`src/rtl/csr_pkg.sv`:
```
// Operation
// - Register space is upper 128, direct only
// - Instruction counter and banks stay outside space
// - Operand register is ALU source and destination
// - Helper byte joins multiply/divide, else scratch
// - Push increments stack pointer, then writes
// - Stack pointer low resets to 07H
// - Upper register low three bits extend pointer
// - Data pointer is page, high, low bytes
// - Pointer increment carries into page byte
// - Pointer usable as word or three bytes
// - Flags word at D0H, resets 00H, bit addressable
// - Flag bit order carry down to parity
// - Lowest 32 bytes hold four eight-register banks
package csr_pkg;

  // Byte addresses in the register space
  localparam logic [7:0] CSR_ADDR_STACK_LOW   = 8'h81;
  localparam logic [7:0] CSR_ADDR_DATA_POINTER_WORD_LOW    = 8'h82;
  localparam logic [7:0] CSR_ADDR_DATA_POINTER_WORD_HIGH   = 8'h83;
  localparam logic [7:0] CSR_ADDR_DATA_POINTER_WORD_PAGE   = 8'h84;
  localparam logic [7:0] CSR_ADDR_STACK_UPPER = 8'hb7;
  localparam logic [7:0] CSR_ADDR_FLAGS       = 8'hd0;
  localparam logic [7:0] CSR_ADDR_OPERAND     = 8'he0;
  localparam logic [7:0] CSR_ADDR_HELPER      = 8'hf0;

  // Reset values
  localparam logic [7:0] CSR_RST_STACK_LOW   = 8'h07;
  localparam logic [7:0] CSR_RST_STACK_UPPER = 8'h00;
  localparam logic [7:0] CSR_RST_FLAGS       = 8'h00;
  localparam logic [7:0] CSR_RST_DATA_POINTER_WORD        = 8'h00;
  localparam logic [7:0] CSR_RST_OPERAND     = 8'h00;
  localparam logic [7:0] CSR_RST_HELPER      = 8'h00;
  localparam logic [7:0] CSR_RD_UNMAPPED     = 8'h00;

  // Flags word field positions
  localparam int CSR_FLAG_CARRY  = 7;
  localparam int CSR_FLAG_HALF   = 6;
  localparam int CSR_FLAG_USER0  = 5;
  localparam int CSR_FLAG_BANKHI = 4;
  localparam int CSR_FLAG_BANKLO = 3;
  localparam int CSR_FLAG_RANGE  = 2;
  localparam int CSR_FLAG_USER1  = 1;
  localparam int CSR_FLAG_PARITY = 0;

  // Stack pointer geometry
  localparam int CSR_STACK_BITS = 11;
  localparam int CSR_STACK_EXT  = 3;

  // Working register banks
  localparam int CSR_BANK_REGS_LOG2 = 3;
  localparam int CSR_BANK_BASE_BITS = 5;

endpackage : csr_pkg

```
`src/rtl/csr_core_regs.sv`:
```
`timescale 1ns/1ps
`default_nettype none

module csr_core_regs
  import csr_pkg::*;
(
  input  wire logic        clk,
  input  wire logic        reset_n,
  // Direct register port from the datapath
  input  wire logic        sfrDirect,
  input  wire logic [7:0]  sfrAddr,
  input  wire logic        sfrWrEn,
  input  wire logic [7:0]  sfrWrData,
  input  wire logic        sfrRdEn,
  output logic      [7:0]  sfrRdData,
  output logic             sfrRdHit,
  // Bit-addressed access
  input  wire logic [7:0]  bitAddr,
  input  wire logic        bitWrEn,
  input  wire logic        bitWrVal,
  input  wire logic        bitRdEn,
  output logic             bitRdVal,
  // Execution results
  input  wire logic        accLoadEn,
  input  wire logic [7:0]  accLoadData,
  input  wire logic        helperLoadEn,
  input  wire logic [7:0]  helperLoadData,
  input  wire logic [7:0]  flagLoadMask,
  input  wire logic [7:0]  flagLoadData,
  // Stack and pointer operations
  input  wire logic        pushEn,
  input  wire logic        popEn,
  input  wire logic        extStackEn,
  input  wire logic        dptrIncEn,
  // Register values towards the datapath
  output logic      [7:0]  mainOperandReg,
  output logic      [7:0]  helperReg,
  output logic      [10:0] stackAddr,
  output logic      [23:0] dataPointerFull,
  output logic      [15:0] dataPointerWord,
  output logic      [1:0]  bankSelect,
  output logic      [4:0]  workRegBase,
  output logic             carryFlag,
  output logic             halfCarryFlag,
  output logic             userFlagZero,
  output logic             arithRangeFlag,
  output logic             userFlagOne,
  output logic             parityFlag
);

  // Byte address match, only within the direct upper space
  function automatic logic hitsByte(input logic [7:0] a,
                                    input logic [7:0] reg_addr,
                                    input logic       direct);
    hitsByte = direct && a[7] && (a == reg_addr);
  endfunction

  // Bit address match for bit-addressable bytes
  function automatic logic hitsBit(input logic [7:0] b,
                                   input logic [7:0] reg_addr);
    hitsBit = (b[7:3] == reg_addr[7:3]);
  endfunction

  logic [7:0]  acc_q;
  logic [7:0]  acc_d;
  logic [7:0]  helper_q;
  logic [7:0]  helper_d;
  logic [7:0]  spLow_q;
  logic [7:0]  spLow_d;
  logic [2:0]  spUp_q;
  logic [2:0]  spUp_d;
  logic [7:0]  dpLow_q;
  logic [7:0]  dpLow_d;
  logic [7:0]  dpHigh_q;
  logic [7:0]  dpHigh_d;
  logic [7:0]  dpPage_q;
  logic [7:0]  dpPage_d;
  logic [7:0]  flags_q;
  logic [7:0]  flags_d;
  logic [7:0]  rdData_q;
  logic [7:0]  rdData_d;
  logic        rdHit_q;
  logic        rdHit_d;
  logic        bitRd_q;
  logic        bitRd_d;

  // Byte decode: anything below 80H or indirect never lands here
  wire selAcc    = hitsByte(sfrAddr, CSR_ADDR_OPERAND, sfrDirect);
  wire selHelper = hitsByte(sfrAddr, CSR_ADDR_HELPER, sfrDirect);
  wire selSpLow  = hitsByte(sfrAddr, CSR_ADDR_STACK_LOW, sfrDirect);
  wire selSpUp   = hitsByte(sfrAddr, CSR_ADDR_STACK_UPPER, sfrDirect);
  wire selDpLow  = hitsByte(sfrAddr, CSR_ADDR_DATA_POINTER_WORD_LOW, sfrDirect);
  wire selDpHigh = hitsByte(sfrAddr, CSR_ADDR_DATA_POINTER_WORD_HIGH, sfrDirect);
  wire selDpPage = hitsByte(sfrAddr, CSR_ADDR_DATA_POINTER_WORD_PAGE, sfrDirect);
  wire selFlags  = hitsByte(sfrAddr, CSR_ADDR_FLAGS, sfrDirect);

  wire anySel = selAcc | selHelper | selSpLow | selSpUp | selDpLow |
                selDpHigh | selDpPage | selFlags;

  // Bit decode covers the flags word, operand and helper bytes
  wire bitAcc    = hitsBit(bitAddr, CSR_ADDR_OPERAND);
  wire bitHelper = hitsBit(bitAddr, CSR_ADDR_HELPER);
  wire bitFlags  = hitsBit(bitAddr, CSR_ADDR_FLAGS);
  wire [2:0] bitIdx = bitAddr[2:0];
  wire [7:0] bitOneHot = 8'h01 << bitIdx;

  // Direct write beats an execution result in the same cycle
  wire [7:0] accPre = accLoadEn ? accLoadData : acc_q;
  wire [7:0] accBit = (bitWrEn && bitAcc) ?
                      ((accPre & ~bitOneHot) |
                       ({8{bitWrVal}} & bitOneHot)) : accPre;
  assign acc_d = (sfrWrEn && selAcc) ? sfrWrData : accBit;

  // Helper byte: multiply/divide result port or plain scratch
  wire [7:0] helperPre = helperLoadEn ? helperLoadData : helper_q;
  wire [7:0] helperBit = (bitWrEn && bitHelper) ?
                         ((helperPre & ~bitOneHot) |
                          ({8{bitWrVal}} & bitOneHot)) : helperPre;
  assign helper_d = (sfrWrEn && selHelper) ? sfrWrData : helperBit;

  // Stack: 11-bit when extended, else wraps within the low byte
  wire [10:0] spFull  = {spUp_q, spLow_q};
  wire [10:0] spPlus  = spFull + 11'h001;
  wire [10:0] spMinus = spFull - 11'h001;
  wire [10:0] spStep  = pushEn ? spPlus : spMinus;
  wire        spMove  = pushEn ^ popEn;
  wire [10:0] spNext  = extStackEn ? spStep :
                        {spUp_q, spStep[7:0]};

  // Increment takes effect before the pushed byte is stored
  wire [10:0] spAfter = spMove ? spNext : spFull;

  assign spLow_d = (sfrWrEn && selSpLow) ? sfrWrData : spAfter[7:0];
  assign spUp_d  = (sfrWrEn && selSpUp) ?
                   sfrWrData[CSR_STACK_EXT-1:0] :
                   spAfter[CSR_STACK_BITS-1:8];

  // Pointer: full 24-bit increment, bytes still written singly
  wire [23:0] dpFull = {dpPage_q, dpHigh_q, dpLow_q};
  wire [23:0] dpInc  = dpFull + 24'h000001;
  wire [23:0] dpNext = dptrIncEn ? dpInc : dpFull;

  assign dpLow_d  = (sfrWrEn && selDpLow)  ? sfrWrData : dpNext[7:0];
  assign dpHigh_d = (sfrWrEn && selDpHigh) ? sfrWrData : dpNext[15:8];
  assign dpPage_d = (sfrWrEn && selDpPage) ? sfrWrData : dpNext[23:16];

  // Flags: per-bit merge of results, bit writes and byte writes
  logic [7:0] flagsMerged;
  genvar gi;
  generate
    for (gi = 0; gi < 8; gi = gi + 1) begin : g_flag
      wire fromExec = flagLoadMask[gi] ? flagLoadData[gi] : flags_q[gi];
      wire fromBit  = (bitWrEn && bitFlags && bitIdx == gi) ?
                      bitWrVal : fromExec;
      assign flagsMerged[gi] = (sfrWrEn && selFlags) ?
                               sfrWrData[gi] : fromBit;
    end
  endgenerate

  // Parity follows the operand value that is about to be stored
  assign flags_d = {flagsMerged[7:1], ^acc_d};

  // Read path, reserved stack bits read as zero
  wire [7:0] spUpRead = {{(8-CSR_STACK_EXT){1'b0}}, spUp_q};

  always_comb begin
    rdData_d = CSR_RD_UNMAPPED;
    unique case (1'b1)
      selAcc:    rdData_d = acc_q;
      selHelper: rdData_d = helper_q;
      selSpLow:  rdData_d = spLow_q;
      selSpUp:   rdData_d = spUpRead;
      selDpLow:  rdData_d = dpLow_q;
      selDpHigh: rdData_d = dpHigh_q;
      selDpPage: rdData_d = dpPage_q;
      selFlags:  rdData_d = flags_q;
      default:   rdData_d = CSR_RD_UNMAPPED;
    endcase
    if (!sfrRdEn) begin
      rdData_d = rdData_q;
    end
  end

  assign rdHit_d = sfrRdEn ? anySel : rdHit_q;

  // Bit read from one of the bit-addressable bytes
  wire bitSrc = bitFlags  ? flags_q[bitIdx] :
                bitAcc    ? acc_q[bitIdx] :
                bitHelper ? helper_q[bitIdx] : 1'b0;
  assign bitRd_d = bitRdEn ? bitSrc : bitRd_q;

  // One block per register keeps each reset value beside its flop
  always_ff @(posedge clk) begin
    if (!reset_n) begin
      acc_q <= CSR_RST_OPERAND;
    end else begin
      acc_q <= acc_d;
    end
  end

  always_ff @(posedge clk) begin
    if (!reset_n) begin
      helper_q <= CSR_RST_HELPER;
    end else begin
      helper_q <= helper_d;
    end
  end

  always_ff @(posedge clk) begin
    if (!reset_n) begin
      spLow_q <= CSR_RST_STACK_LOW;
    end else begin
      spLow_q <= spLow_d;
    end
  end

  always_ff @(posedge clk) begin
    if (!reset_n) begin
      spUp_q <= CSR_RST_STACK_UPPER[CSR_STACK_EXT-1:0];
    end else begin
      spUp_q <= spUp_d;
    end
  end

  always_ff @(posedge clk) begin
    if (!reset_n) begin
      dpLow_q <= CSR_RST_DATA_POINTER_WORD;
    end else begin
      dpLow_q <= dpLow_d;
    end
  end

  always_ff @(posedge clk) begin
    if (!reset_n) begin
      dpHigh_q <= CSR_RST_DATA_POINTER_WORD;
    end else begin
      dpHigh_q <= dpHigh_d;
    end
  end

  always_ff @(posedge clk) begin
    if (!reset_n) begin
      dpPage_q <= CSR_RST_DATA_POINTER_WORD;
    end else begin
      dpPage_q <= dpPage_d;
    end
  end

  always_ff @(posedge clk) begin
    if (!reset_n) begin
      flags_q <= CSR_RST_FLAGS;
    end else begin
      flags_q <= flags_d;
    end
  end

  always_ff @(posedge clk) begin
    if (!reset_n) begin
      rdData_q <= CSR_RD_UNMAPPED;
    end else begin
      rdData_q <= rdData_d;
    end
  end

  always_ff @(posedge clk) begin
    if (!reset_n) begin
      rdHit_q <= 1'b0;
    end else begin
      rdHit_q <= rdHit_d;
    end
  end

  always_ff @(posedge clk) begin
    if (!reset_n) begin
      bitRd_q <= 1'b0;
    end else begin
      bitRd_q <= bitRd_d;
    end
  end

  assign sfrRdData = rdData_q;
  assign sfrRdHit  = rdHit_q;
  assign bitRdVal  = bitRd_q;

  assign mainOperandReg  = acc_q;
  assign helperReg       = helper_q;
  // Shows the slot the last push wrote, one cycle after the push
  assign stackAddr       = spFull;
  assign dataPointerFull = dpFull;
  assign dataPointerWord = {dpHigh_q, dpLow_q};

  // Bank number straight from the two select bits
  assign bankSelect  = {flags_q[CSR_FLAG_BANKHI],
                        flags_q[CSR_FLAG_BANKLO]};
  // Eight working registers per bank, banks packed from address 0
  assign workRegBase = {bankSelect,
                        {CSR_BANK_REGS_LOG2{1'b0}}};

  assign carryFlag      = flags_q[CSR_FLAG_CARRY];
  assign halfCarryFlag  = flags_q[CSR_FLAG_HALF];
  assign userFlagZero   = flags_q[CSR_FLAG_USER0];
  assign arithRangeFlag = flags_q[CSR_FLAG_RANGE];
  assign userFlagOne    = flags_q[CSR_FLAG_USER1];
  assign parityFlag     = flags_q[CSR_FLAG_PARITY];

endmodule // csr_core_regs

`default_nettype wire

```
`config.mk`:
```
export PLATFORM = sky130hd
export DESIGN_NAME = csr_core_regs
export DESIGN_NICKNAME = d
export VERILOG_FILES = /design/src/rtl/csr_pkg.sv /design/src/rtl/csr_core_regs.sv
export SDC_FILE = /design/constraint.sdc
export NUM_CORES = 1
export LEC_CHECK = 0
export BUFFER_PORTS_ARGS = -buffer_cell sky130_fd_sc_hd__clkbuf_2
export CAP_MARGIN = 20
export CORE_AREA = 2 2 113 115
export DETAILED_ROUTE_END_ITERATION = 16
export DIE_AREA = 0 0 115 117
export PLACE_DENSITY_LB_ADDON = 0.1
export REMOVE_ABC_BUFFERS = 1
export SLEW_MARGIN = 5
export SYNTH_ARGS = -nofsm -noshare
export SYNTH_HDL_FRONTEND = slang
export SYNTH_SLANG_ARGS = --single-unit
```
`constraint.sdc`:
```
create_clock -name clk -period 3 [get_ports clk]
set_input_delay 0.15 -clock clk [delete_from_list [all_inputs] [get_ports clk]]
set_output_delay 0.15 -clock clk [all_outputs]
set_load 0.02 [all_outputs]
```
==> impl_table.tex <==
\begin{tabular}{lr}
\hline
Metric & Value \\
\hline
\multicolumn{2}{l}{\textbf{Outcome}} \\
\quad Run status & finished, final reports clean \\
\multicolumn{2}{l}{\textbf{Synthesis}} \\
\quad Primary FF master, synth & dfxtp\_1 \\
\quad Mean Syn Cell Area & roughly 8.2 sq um \\
\quad Most frequent cell after synthesis & nand2\_1 \\
\quad Post-synth ARST share & 0\% \\
\quad Number of warnings issued by yosys & 0 \\
\quad Share of the yosys chip area belonging to registers & roughly 26\% \\
\quad Combined area of all synthesized cells & 5363 sq um \\
\quad Top cell type by total area after synthesis & dfxtp\_1 \\
\quad Area fraction of the dominant cell type after synthesis & roughly 26\% \\
\quad Library cells used by synthesis & 66 \\
\quad FF+latch count, synth & 69 \\
\quad Number of flops mapped to enable cells by yosys & 0 \\
\quad Post-synth top cells & nand2\_1, dfxtp\_1, nor2\_1 \\
\quad Area contributors post-synth & dfxtp\_1, o211a\_1, nand2\_1 \\
\quad Post-synthesis instance total & between 600 and 700 \\
\multicolumn{2}{l}{\textbf{Global route}} \\
\quad Number of global-route vias before repair & slightly below 5,000 \\
\quad Largest net degree at the start of global routing & 40 \\
\quad Met3 Track Usage GR & 4.325\% \\
\quad Antenna violations before repair & 0 \\
\quad Met2 layer usage reported by global route & $\sim$43\% \\
\quad Global Route Usage Sum & around 25\% \\
\quad Total overflow reported by the global router & 0 \\
\quad Global-route wire length before repair & between 20,000 and 30,000 microns \\
\quad Most heavily used metal layer in global routing & met2 \\
\quad Routing usage on met1 & about a third \\
\multicolumn{2}{l}{\textbf{Final layout}} \\
\quad Share of final-layout standard cells stronger than drive strength 1 & between 20\% and 30\% \\
\quad Antenna diode instance count & 0 \\
\quad Area added between synthesis and finish & 16.75\% \\
\quad Total number of nets in the final design & 833 \\
\quad Filler cells & roughly 1,200 \\
\quad Final design utilization & between 50\% and 60\% \\
\multicolumn{2}{l}{\textbf{Clocking}} \\
\quad Total number of clock tree sinks & 69 \\
\quad Root Driver & clkbuf\_16 \\
\quad Clock buffers created by TritonCTS & 9 \\
\quad Clock slew at the register clock pins of the worst setup and hold paths & approximately 0.06 ns \\
\quad Maximum buffer depth of the clock tree & 2 \\
\quad Clock Latency Late Sink & 0.34 ns \\
\quad Number of buffers inserted to repair setup after CTS & 0 \\
\quad Hold buffer count at cts & 0 \\
\quad H-tree depth & 3 \\
\quad Post-cts repair resize count & 0 \\
\quad TritonCTS clock tree & yes \\
\multicolumn{2}{l}{\textbf{Pwr}} \\
\quad Part of the total power dissipated in sequential elements & a little under two fifths \\
\quad Switching fraction of total power & 32.20\% \\
\quad Proportion of power drawn by the clock network & 35.7\% \\
\quad Switching power total & 0.0009020 W \\
\quad Share of power burned in combinational logic & 27.0\% \\
\quad Lkg Pwr & roughly 3 nW \\
\quad Cell Int Power & between 0.0015 and 0.002 W \\
\quad Ratio of total power to cell area & roughly 450 nW/um\^{}2 \\
\quad Worst vdd rail ir drop & about 0.27 mV \\
\multicolumn{2}{l}{\textbf{Detailed routing}} \\
\quad DR vias & 5,332 \\
\quad DR vias/cell & between 5 and 6 \\
\quad Routed wire length per instance & between 15 and 20 microns \\
\quad Final wirelength & around 17,000 microns \\
\quad DR DRC count & 0 \\
\quad Detailed Route Iter0 Violations & around 470 \\
\quad DRT Pass-1 Iters & 7 \\
\quad Detail Route Antenna Nets & 0 \\
\multicolumn{2}{l}{\textbf{Timing}} \\
\quad Final Hold Fails & 0 \\
\quad Time the final worst path needs with I/O delays and setup & roughly 2.3 ns \\
\quad Final Max Tran Viols & 0 \\
\quad Transition time of the tightest slew-check pin & between 0.7 and 0.8 ns \\
\quad Max-slew headroom & 46.69\% \\
\quad Clock skew & $\sim$0.0085 ns \\
\quad Setup repair after global routing missed its margin & no \\
\quad Share of the clock period used by the worst path & 78.07\% \\
\quad Setup\_tns & 0 ns \\
\quad Finish-stage setup viols & 0 \\
\quad Achievable clock frequency & 0.4270 GHz \\
\multicolumn{2}{l}{\textbf{Worst setup path}} \\
\quad Required time at the endpoint of the critical path & between 3 and 4 ns \\
\quad Sort of element at the start of the critical path & flop \\
\quad Arr. time, crit path & approximately 2.6 ns \\
\quad Register-to-Register Path Depth & 8 \\
\quad Crit Path Class & reg -> reg \\
\quad CP max FO & 5 \\
\quad Worst reg2reg path startpoint & spLow\_q[1]\$\_SDFFE\_PN1P\_ \\
\quad Minimum setup slack among reg-to-reg paths & about 0.66 ns \\
\quad Crit path capture type & flop \\
\quad Worst r2r dst & spLow\_q[7]\$\_SDFFE\_PN0P\_ \\
\multicolumn{2}{l}{\textbf{Place}} \\
\quad Count of buffers inserted at the top-level ports & $\sim$150 \\
\quad Half-perimeter wire length after detailed placement & between 10,000 and 15,000 microns \\
\quad Final weighted congestion of routability-driven global placement & between 0.9 and 1 \\
\multicolumn{2}{l}{\textbf{Min path}} \\
\quad Origin of the worst min-delay path & bitRdEn \\
\quad Hold path endpoint & bitRdVal\$\_SDFFE\_PN0P\_ \\
\quad Type of the tightest min-delay check & in -> reg \\
\quad Cell depth of the worst min-delay path & 3 \\
\multicolumn{2}{l}{\textbf{Job}} \\
\quad Max Cap Viol & 0 \\
\multicolumn{2}{l}{\textbf{Floorplanning}} \\
\quad Standard cell core area & between 10,000 and 15,000 sq um \\
\quad Number of top-level design ports & 160 \\
\quad Die ar. & between 10,000 and 15,000 sq um \\
\quad Chip width & between 100 and 150 microns \\
\quad Standard-cell row count & just over 40 \\
\quad Die H & between 100 and 150 microns \\
\quad Initial standard-cell utilization of the core & 43.56\% \\
\hline
\end{tabular}
==> cells in the final DEF, fill, tap and decap left out, drive strengths merged, types with 5 or more instances in the layout <==
cell	count
clkbuf	169
nand2	79
dfxtp	69
nor2	37
o211a	36
o21ai	35
a21oi	30
mux2i	28
nand3	26
and2	20
mux2	20
xor2	19
xnor2	18
a22oi	15
nand4	11
ha	10
o31ai	10
nor3	8
mux4	8
inv	7
o211ai	7
nand3b	5
o221ai	5
==> cell families (layout without fill, tap and decap cells) <==
logic type	Yosys count	count (layout)	synth area share, %
DFF	69	69	25.76
buffers and inverters	76	180	7.256
xor gates and xnor gates	38	38	6.463
muxes	56	56	12.86
AOI/OAI and AO/OA	170	170	22.91
and+or+nand+nor	230	230	21.98
adders and majority gates	11	11	2.707
other	1	3	0.06993
==> how the worst max path moves through the flow <==
stage,startpoint,to,slack (ns),depth (start not counted)
3_3_place_gp,pushEn,spLow_q[7]$_SDFFE_PN0P_,0.56,10
6_report,spLow_q[1]$_SDFFE_PN1P_,spLow_q[7]$_SDFFE_PN0P_,0.66,8
4_1_cts,spLow_q[1]$_SDFFE_PN1P_,spLow_q[7]$_SDFFE_PN0P_,0.69,8
2_1_floorplan,spLow_q[0]$_SDFFE_PN1P_,spUp_q[2]$_SDFFE_PN0P_,0.81,8
3_5_place_dp,pushEn,spLow_q[7]$_SDFFE_PN0P_,0.51,10
5_1_grt,spLow_q[1]$_SDFFE_PN1P_,spLow_q[7]$_SDFFE_PN0P_,0.37,8
==> metal layers <==
metal | vias to the layer above | wire length (microns)
met5 | - | 0
met4 | 0 | 536
met3 | 36 | 927
met2 | 209 | 8338
met1 | 2514 | 7544
li1 | 2573 | -
==> layout make-up <==
type                            count  area, sq um  area share (%)
Clock buffer                       15        267.8           4.277
Clock inverter                      1        5.005         0.07994
Inverter                            7        26.28          0.4197
Multi-Input combinational cell    508         3600           57.49
Sequential cell                    69         1381           22.06
Tap cell                          150        187.7           2.998
Timing Repair Buffer              157        793.3           12.67
==> flip-flops by register name, indices dropped and copies added (netlist names) <==
register,flops
dpHigh_q,8
dpLow_q,8
dpPage_q,8
flags_q,8
helperReg,8
mainOperandReg,8
sfrRdData,8
spLow_q,8
spUp_q,3
bitRdVal,1
sfrRdHit,1
==> power by group through the flow <==
stage | clock (W) | sequential [W] | combinational (W)
5_1_grt | 0.00106 | 0.00105 | 0.000831
2_1_floorplan | 0 | 0.00112 | 0.000411
3_3_place_gp | 0 | 0.00106 | 0.000734
4_1_cts | 0.00101 | 0.00105 | 0.000753
6_report | 0.00100 | 0.00105 | 0.000756
3_5_place_dp | 0 | 0.00106 | 0.000748
==> metrics by stage <==
stage | hold WS (ns) | setup slack, ns | area [sq um] | power (W) | instances
floorplan | 0.2119 | 0.8051 | 5007 | 0.001527 | 584
global placement | 0.4657 | 0.5593 | 5988 | 0.001799 | 891
detailed placement | 0.4707 | 0.5088 | 5988 | 0.001813 | 891
CTS | 0.1572 | 0.6947 | 6261 | 0.002807 | 907
global route | 0.1776 | 0.3699 | 6261 | 0.002943 | 907
finish | 0.1620 | 0.6580 | 6261 | 0.002801 | 907
==> critical path, stage by stage, from the launching register on <==
cell       delay [ns]
dfxtp_1          0.44
ha_1             0.27
a21o_1           0.18
a21oi_1          0.22
o21bai_1         0.14
a2111oi_0        0.53
o21ai_0          0.14
a31o_1           0.23
a21oi_1          0.12
No activity file was read; power rests on OpenSTA's default activity.
